File: src/pcd_defines.svh
// constants for the pulse count dimming decoder
// assumes a 25 MHz system clock (40 ns period)
`ifndef PCD_DEFINES_SVH
`define PCD_DEFINES_SVH

`define PCD_CLK_MHZ 25
`define PCD_LVL_W 5
`define PCD_CNT_W 17
`define PCD_LVL_FULL 5'h1f
`define PCD_CNT_ZERO 5'h00
`define PCD_CNT_ONE 5'h01
// times as printed
`define PCD_PROG_LOW_MIN_US 1
`define PCD_SHDN_MIN_MS 2
`define PCD_SHDN_TYP_MS 3
`define PCD_SHDN_MAX_MS 5
// cycle counts: minimum rounds up
`define PCD_PROG_LOW_CYC (`PCD_PROG_LOW_MIN_US * `PCD_CLK_MHZ)
`define PCD_SHDN_TYP_CYC (`PCD_SHDN_TYP_MS * 1000 * `PCD_CLK_MHZ)
`define PCD_SHDN_MIN_CYC (`PCD_SHDN_MIN_MS * 1000 * `PCD_CLK_MHZ)

`endif

File: src/pcd_pkg.sv
// types for the pulse count dimming decoder
// used with pcd_defines.svh
package pcd_pkg;
	typedef enum logic [1:0] {PCD_SHUTDOWN, PCD_ACTIVE, PCD_LOW} pcd_state_t;
endpackage

File: src/pcd_pin_sync.sv
// three-stage synchroniser for the dimming pin
// assumes pin is asynchronous to clk_sys
`timescale 1ns/10ps
`default_nettype none
`include "pcd_defines.svh"

module pcd_pin_sync
(
	// clock and reset
	input wire logic clk_sys,
	input wire logic reset_n,
	// pin and clean level
	input wire logic pin_in,
	output logic level_out
);
	logic s1_r;
	logic s2_r;
	logic s3_r;

	// first stage read only by second
	always_ff @(posedge clk_sys or negedge reset_n)
	begin
		if (!reset_n)
		begin
			s1_r <= 1'b0;
			s2_r <= 1'b0;
			s3_r <= 1'b0;
			level_out <= 1'b0;
		end
		else
		begin
			s1_r <= pin_in;
			s2_r <= s1_r;
			s3_r <= s2_r;
			if (s2_r == s3_r)
				level_out <= s3_r;
		end
	end
endmodule // pcd_pin_sync
`default_nettype wire

File: src/pcd_decoder.sv
// pulse count dimming decoder top
// assumes enable_dimming_input from a host pin, supply_lockout from an analog comparator
`timescale 1ns/10ps
`default_nettype none
`include "pcd_defines.svh"

module pcd_decoder
#(
	parameter int SHDN_CYC = `PCD_SHDN_TYP_CYC
)
(
	// clock and reset
	input wire logic clk_sys,
	input wire logic reset_n,
	// host pin and supply monitor
	input wire logic enable_dimming_input,
	input wire logic supply_lockout,
	// current code to the sink dacs, 31 = full scale, 0 = off
	output logic [`PCD_LVL_W-1:0] current_code,
	// per channel sink enable, low means high impedance
	output logic [3:0] sink_enable,
	output logic device_enabled
);
	////////////////////////////////////////////////////////////////////////
	logic pin_lvl;
	logic pin_d_r;
	logic lock_s1_r;
	logic lock_s2_r;
	logic lock_s3_r;
	logic lock_r;
	logic [`PCD_CNT_W-1:0] tmr_r;
	logic [`PCD_CNT_W-1:0] tmr_nxt;
	logic [`PCD_LVL_W-1:0] count_r;
	logic [`PCD_LVL_W-1:0] count_nxt;
	pcd_pkg::pcd_state_t state_r;
	pcd_pkg::pcd_state_t state_nxt;

	pcd_pin_sync u_sync
	(
		.clk_sys(clk_sys),
		.reset_n(reset_n),
		.pin_in(enable_dimming_input),
		.level_out(pin_lvl)
	);

	// lockout comparator is asynchronous too
	always_ff @(posedge clk_sys or negedge reset_n)
	begin
		if (!reset_n)
		begin
			lock_s1_r <= 1'b1;
			lock_s2_r <= 1'b1;
			lock_s3_r <= 1'b1;
			lock_r <= 1'b1;
		end
		else
		begin
			lock_s1_r <= supply_lockout;
			lock_s2_r <= lock_s1_r;
			lock_s3_r <= lock_s2_r;
			if (lock_s2_r == lock_s3_r)
				lock_r <= lock_s3_r;
		end
	end

	////////////////////////////////////////////////////////////////////////
	wire pin_edge = pin_lvl != pin_d_r;
	wire pin_rise = pin_lvl & ~pin_d_r;
	// saturate so a long low never wraps back below the threshold
	wire tmr_sat = tmr_r == {`PCD_CNT_W{1'b1}};
	wire low_long = tmr_r >= `PCD_CNT_W'(SHDN_CYC - 1);
	// short glitches never counted; timer is one less than the low width at the rising edge
	wire low_valid = tmr_r >= `PCD_CNT_W'(`PCD_PROG_LOW_CYC - 1);
	wire [`PCD_LVL_W-1:0] count_inc = count_r + `PCD_CNT_ONE;

	assign tmr_nxt = pin_edge ? '0 : (tmr_sat ? tmr_r : tmr_r + `PCD_CNT_W'(1));

	always_comb
	begin
		state_nxt = state_r;
		count_nxt = count_r;
		if (lock_r)
		begin
			state_nxt = pcd_pkg::PCD_SHUTDOWN;
			count_nxt = `PCD_CNT_ZERO;
		end
		else
		begin
			case (state_r)
				pcd_pkg::PCD_SHUTDOWN:
				begin
					count_nxt = `PCD_CNT_ZERO;
					if (pin_lvl)
						state_nxt = pcd_pkg::PCD_ACTIVE;
				end
				pcd_pkg::PCD_ACTIVE:
				begin
					if (!pin_lvl)
						state_nxt = pcd_pkg::PCD_LOW;
				end
				pcd_pkg::PCD_LOW:
				begin
					if (pin_lvl)
					begin
						state_nxt = pcd_pkg::PCD_ACTIVE;
						if (low_valid)
							count_nxt = count_inc;
					end
					else if (low_long)
					begin
						state_nxt = pcd_pkg::PCD_SHUTDOWN;
						count_nxt = `PCD_CNT_ZERO;
					end
				end
				default:
				begin
					state_nxt = pcd_pkg::PCD_SHUTDOWN;
					count_nxt = `PCD_CNT_ZERO;
				end
			endcase
		end
	end

	////////////////////////////////////////////////////////////////////////
	wire run_nxt = state_nxt != pcd_pkg::PCD_SHUTDOWN;
	// code is 31 - n: the five-bit count maps to 32 levels, wrap at 32 is free
	wire [`PCD_LVL_W-1:0] code_nxt = `PCD_LVL_FULL - count_nxt;

	always_ff @(posedge clk_sys or negedge reset_n)
	begin
		if (!reset_n)
		begin
			state_r <= pcd_pkg::PCD_SHUTDOWN;
			count_r <= `PCD_CNT_ZERO;
			tmr_r <= '0;
			pin_d_r <= 1'b0;
			current_code <= `PCD_CNT_ZERO;
			sink_enable <= 4'h0;
			device_enabled <= 1'b0;
		end
		else
		begin
			state_r <= state_nxt;
			count_r <= count_nxt;
			tmr_r <= tmr_nxt;
			pin_d_r <= pin_lvl;
			current_code <= run_nxt ? code_nxt : `PCD_CNT_ZERO;
			sink_enable <= {4{run_nxt}};
			device_enabled <= run_nxt;
		end
	end

	////////////////////////////////////////////////////////////////////////
	property p_lockout;
		@(posedge clk_sys) disable iff (!reset_n)
		lock_r |=> (sink_enable == 4'h0) && (count_r == `PCD_CNT_ZERO);
	endproperty
	a_lockout: assert property (p_lockout) else $error("lockout left sinks on");

	property p_enable_full;
		@(posedge clk_sys) disable iff (!reset_n)
		(state_r == pcd_pkg::PCD_SHUTDOWN) && pin_lvl && !lock_r
		|=> device_enabled && (current_code == `PCD_LVL_FULL);
	endproperty
	a_enable_full: assert property (p_enable_full) else $error("enable not full");

	property p_shdn_timeout;
		@(posedge clk_sys) disable iff (!reset_n)
		(state_r == pcd_pkg::PCD_LOW) && !pin_lvl && low_long |=> !device_enabled;
	endproperty
	a_shdn_timeout: assert property (p_shdn_timeout) else $error("no shutdown");

	property p_hiz;
		@(posedge clk_sys) disable iff (!reset_n)
		!device_enabled |-> (sink_enable == 4'h0) && (current_code == `PCD_CNT_ZERO);
	endproperty
	a_hiz: assert property (p_hiz) else $error("sinks live in shutdown");

	property p_code;
		@(posedge clk_sys) disable iff (!reset_n)
		device_enabled |-> current_code == `PCD_LVL_FULL - $past(count_nxt);
	endproperty
	a_code: assert property (p_code) else $error("code mismatch");

	property p_step;
		@(posedge clk_sys) disable iff (!reset_n)
		(state_r == pcd_pkg::PCD_LOW) && pin_lvl && low_valid && !lock_r
		|=> count_r == $past(count_r) + `PCD_CNT_ONE;
	endproperty
	a_step: assert property (p_step) else $error("missed step");

	property p_wrap;
		@(posedge clk_sys) disable iff (!reset_n)
		(count_r == `PCD_LVL_FULL) && (count_nxt != `PCD_LVL_FULL) && !lock_r
		&& (state_r == pcd_pkg::PCD_LOW) && pin_lvl
		|=> current_code == `PCD_LVL_FULL;
	endproperty
	a_wrap: assert property (p_wrap) else $error("no wrap to full");

	property p_glitch;
		@(posedge clk_sys) disable iff (!reset_n)
		(state_r == pcd_pkg::PCD_LOW) && pin_lvl && !low_valid && !lock_r |=> $stable(count_r);
	endproperty
	a_glitch: assert property (p_glitch) else $error("glitch counted");

	property p_min_delay;
		@(posedge clk_sys) disable iff (!reset_n)
		(state_r == pcd_pkg::PCD_LOW) && !lock_r
		&& (tmr_r < `PCD_CNT_W'(`PCD_SHDN_MIN_CYC - 1)) |=> device_enabled;
	endproperty
	a_min_delay: assert property (p_min_delay) else $error("early shutdown");

	property p_hold_low;
		@(posedge clk_sys) disable iff (!reset_n)
		(state_r == pcd_pkg::PCD_LOW) && !pin_lvl |=> $stable(count_r) || lock_r || !device_enabled;
	endproperty
	a_hold_low: assert property (p_hold_low) else $error("level moved while low");

	property p_tmr_clear;
		@(posedge clk_sys) disable iff (!reset_n)
		pin_edge |=> tmr_r == '0;
	endproperty
	a_tmr_clear: assert property (p_tmr_clear) else $error("timer not cleared");
endmodule // pcd_decoder
`default_nettype wire

File: config.mk
export PLATFORM = sky130hd
export DESIGN_NAME = pcd_decoder
export DESIGN_NICKNAME = d
export VERILOG_FILES = /design/src/pcd_pkg.sv /design/src/pcd_pin_sync.sv /design/src/pcd_decoder.sv
export VERILOG_INCLUDE_DIRS = /design/src
export SDC_FILE = /design/constraint.sdc
export NUM_CORES = 1
export LEC_CHECK = 0
export BUFFER_PORTS_ARGS = -buffer_cell sky130_fd_sc_hd__buf_4
export CAP_MARGIN = 25
export CORE_UTILIZATION = 25
export CTS_CLUSTER_DIAMETER = 150
export DETAILED_ROUTE_END_ITERATION = 12
export MAX_ROUTING_LAYER = met4
export SYNTH_ARGS = -nofsm -noshare
export SYNTH_HDL_FRONTEND = slang
export SYNTH_SLANG_ARGS = --single-unit
File: constraint.sdc
create_clock -name clk_sys -period 7.5 [get_ports clk_sys]
set_input_delay 1.125 -clock clk_sys [delete_from_list [all_inputs] [get_ports clk_sys]]
set_output_delay 1.125 -clock clk_sys [all_outputs]
set_load 0.01 [all_outputs]
==> results.py <==
metrics = {
    "clocking": {
        "cts_tree": "done",
        "clk_pin_slew_ns": 0.07,
        "number_of_buffers_inserted_by_hold_repair_at_cts": 0,
        "numCtsBuffers": 5,
        "cts_setup_buffers": 0,
        "cts.path.max_buffers": 2,
        "clock_tree.root_cell": "clkbuf_8",
        "numClockSinks": 39,
        "post_cts_resized": 0,
        "htreeDepth": 2,
        "clkLatencyLatePin_ns": 0.28,
    },
    "setup_path": {
        "worstPathArrival_ns": 2.67,
        "timing.rr.end": "tmr_r[10]",
        "critical_path_end_type": "flop",
        "family_with_the_most_delay_on_the_worst_path": "simple AND/OR/NAND/NOR gates",
        "worst_path_max_delay_cell": "dfrtp_1",
        "timing.critical_path.mode_cell": "nor2_1",
        "category_of_the_worst_setup_path_launch_point": "flop",
        "crit_type": "flop to flop",
        "setup.reg_to_reg.worst_slack_ns": 5.00,
        "crit_path_cell_trace": "nand4_1 > or2_2 > nor4_1 > ha_1 > nand4b_1 > nor2_1 > and3_1 > xnor2_1 > nor2_1",
        "r2r_start": "tmr_r[4]",
        "cp.required_ns": 7.67,
        "cpPeakStageDelay_ns": 0.43,
        "worstPathBufferInverterCount": 0,
        "critPathMaxFanout": 8,
        "r2r_cells": 9,
    },
    "worst_hold_path": {
        "hp-class": "flop to flop",
        "worst_hold_path_cell_count": 0,
        "min_delay_worst_endpoint": "u_sync.s2_r",
        "hold_start": "u_sync.s1_r",
    },
    "sta": {
        "final_worst_path_cycle_share_pct": 33.30,
        "grt_setup_unrepaired": "false",
        "timing_hold_violations_final": 0,
        "worst_clock_skew_ns": 0.001884,
        "timing.final.setup_violations": 0,
        "timing.setup.tns_ns": 0,
        "timing.final.crit_period_ns": 2.497,
        "timing.fmax_ghz": 0.4004,
        "slew_violations": 0,
        "slew-limit-headroom_pct": 52.20,
        "worst_pin_slew_ns": 0.7095,
    },
    "die": {
        "start_util_pct": 25.93,
        "io-pin-count": 14,
        "dieWidth_um": 91.77,
        "die_area_um2": 8421,
        "fp-row-count": 32,
        "fp.dieH_um": 91.77,
        "core-area_um2": 7767,
    },
    "cells_and_area": {
        "final_core_utilization_pct": 29.43,
        "drive_gt1_share_pct": 18.36,
        "area_growth_syn_to_layout_pct": 13.48,
        "design.final.nets": 219,
        "fill_cells": 822,
        "antenna-diode-count": 0,
    },
    "grt": {
        "grtUsageMet2_pct": 15.98,
        "grt.overflow.total": 0,
        "first_global_vias": 1443,
        "grt_usage_pct": 9.951,
        "use_met1_pct": 12.40,
        "globalRouteMet3Util_pct": 2.736,
        "grt_antenna_before_repair": 0,
        "grt_start_max_net_pins": 40,
        "busiest_layer": "met2",
        "wire_length_of_the_first_global_routing_pass_um": 6610,
    },
    "synthesis": {
        "synth_fp_nets": 207,
        "ys_ff_latch": 39,
        "ys_dominant_reg_cell": "dfrtp_1",
        "synth-seq-area-share_pct": 48.70,
        "yosys_warnings": 0,
        "async_flop_share_pct": 100.0,
        "synth_enable_flop_cells": 0,
        "syn-instance-count": 195,
        "syn_area_per_cell_um2": 10.33,
        "netlist-cell-type-count": 46,
        "synthesized_area_um2": 2014,
    },
    "drt": {
        "vias": 1446,
        "drc": 0,
        "dr.pass1.iters": 4,
        "drt_iter0_drc": 33,
        "postRouteWirelength_um": 3619,
        "number_of_routed_nets_with_antenna_violations": 0,
        "vias_per_cell": 4.680,
        "routed_wire_length_per_instance_um": 11.71,
    },
    "power_and_ir_drop": {
        "worst_ir_drop_vdd_v": 0.00006396,
        "power.share.switching_pct": 29.60,
        "proportion_of_power_drawn_by_flip_flops_and_latches_pct": 49.0,
        "comb_power_share_pct": 23.3,
        "power.internal_w": 0.0003637,
        "share_of_power_burned_in_the_clock_network_pct": 27.7,
        "pwr_density_cell_nw_per_um2": 226.0,
        "power.switching_w": 0.0001529,
        "power.static_leakage_nw": 0.9678,
    },
    "placed_design": {
        "hpwl_um": 2561,
        "routabilityCongestion": 0.8347,
        "io_buffers": 13,
    },
    "status": {
        "run_status": "completed",
    },
    "job": {
        "cap_violations": 0,
    },
}
## power by group through the flow
stage | registers (W) | logic [W] | clock network (W)
floorplan | 0.000260 | 0.0000747 | 0
global placement | 0.000257 | 0.000120 | 0
detailed placement | 0.000258 | 0.000122 | 0
CTS | 0.000254 | 0.000122 | 0.000148
global route | 0.000258 | 0.000136 | 0.000157
finish | 0.000253 | 0.000120 | 0.000143
## metrics by stage
step                      std cells  hold WS (ns)  instance area (um^2)  total power (W)  setup slack [ns]
after CTS                       309        0.3538                  2286        0.0005245             4.968
after global routing            309        0.3653                  2286        0.0005510             4.715
after detailed placement        302        0.3364                  2198        0.0003792             4.983
final                           309        0.3499                  2286        0.0005166             5.003
after global placement          302        0.3372                  2198        0.0003773             5.039
after floorplan                 195        0.3312                  2014        0.0003349             5.094
## worst register-to-register path, stage by stage (launching register included)
cell and delay [ns]:
dfrtp_1 0.43, nand4_1 0.22, or2_2 0.39, nor4_1 0.29
ha_1 0.36, nand4b_1 0.24, nor2_1 0.09, and3_1 0.19
xnor2_1 0.13, nor2_1 0.05
## layout make-up
cell class	count	area, um^2	area share (%)
inverters	8	30.03	1.314
multi-input cells	139	954.7	41.76
flip-flops and latches	39	980.9	42.91
well taps	102	127.6	5.583
clock buffers	6	82.58	3.612
clock inverters	1	5.005	0.2189
repair buffers	14	105.1	4.598
## worst max path at each step
stage,start,to,depth (start not counted)
2_1_floorplan,tmr_r[4],tmr_r[10],10
3_3_place_gp,tmr_r[4],tmr_r[10],9
3_5_place_dp,tmr_r[4],tmr_r[10],9
4_1_cts,tmr_r[4],tmr_r[10],9
5_1_grt,tmr_r[4],tmr_r[10],9
6_report,tmr_r[4],tmr_r[10],9
## per-layer routing
layer	vias up	wire length (um)
li1	715	-
met1	709	1762
met2	17	1715
met3	5	114
met4	0	27
met5	-	0
## cell usage after synthesis, types with 2 or more instances
cell type | count | area, um^2
nand2b_1 | 2 | 12.51
inv_1 | 8 | 30.03
nand3_1 | 8 | 40.04
a2111oi_2 | 2 | 30.03
a211o_2 | 2 | 20.02
clkbuf_1 | 5 | 18.77
o21ai_0 | 8 | 40.04
a311oi_1 | 2 | 17.52
xor2_1 | 10 | 87.58
nor2_1 | 24 | 90.09
nand4_1 | 5 | 31.28
nand2_1 | 13 | 48.80
dfrtp_1 | 35 | 875.8
mux2i_1 | 2 | 20.02
nor4_1 | 7 | 43.79
a31o_2 | 2 | 17.52
or2_2 | 2 | 12.51
o41ai_1 | 2 | 17.52
buf_4 | 4 | 30.03
nor3_1 | 3 | 15.01
maj3_1 | 2 | 20.02
ha_1 | 8 | 100.1
or3_1 | 2 | 12.51
dfstp_2 | 4 | 105.1
xnor2_1 | 4 | 35.03
a21oi_1 | 4 | 20.02
o21a_1 | 2 | 15.01
and3_1 | 2 | 12.51
nor2b_1 | 3 | 18.77
a22o_1 | 2 | 17.52
## flip-flops by register name, indices dropped and copies added, names as in the netlist
register          flops
lock_s3_r             1
u_sync.level_out      1
current_code          5
u_sync.s2_r           1
lock_r                1
state_r               2
count_r               5
u_sync.s1_r           1
lock_s1_r             1
pin_d_r               1
tmr_r                17
u_sync.s3_r           1
lock_s2_r             1
device_enabled        1
## cell usage in the layout, fill, tap and decap left out, types with 2 or more instances in the layout
master / count
a2111oi_2: 2
a211o_2: 2
a21oi_1: 4
a22o_1: 2
a311oi_1: 2
a31o_2: 2
and3_1: 2
buf_4: 14
clkbuf_8: 6
dfrtp_1: 35
dfstp_2: 4
ha_1: 8
inv_1: 8
maj3_1: 2
mux2i_1: 2
nand2_1: 13
nand2b_1: 2
nand3_1: 8
nand4_1: 5
nor2_1: 24
nor2b_1: 3
nor3_1: 3
nor4_1: 7
o21a_1: 2
o21ai_0: 8
o41ai_1: 2
or2_2: 2
or3_1: 2
xnor2_1: 4
xor2_1: 10
## cell families after synthesis
group / Yosys count / synth area share [%]
AOI/OAI and AO/OA: 35 / 14.47
xor gates and xnor gates: 14 / 6.087
adders and majority gates: 10 / 5.963
buffers and inverters: 17 / 3.913
DFF: 39 / 48.70
muxes: 2 / 0.9938
and+or+nand+nor: 78 / 19.88
Note: power is estimated with default switching activity, not from simulation.
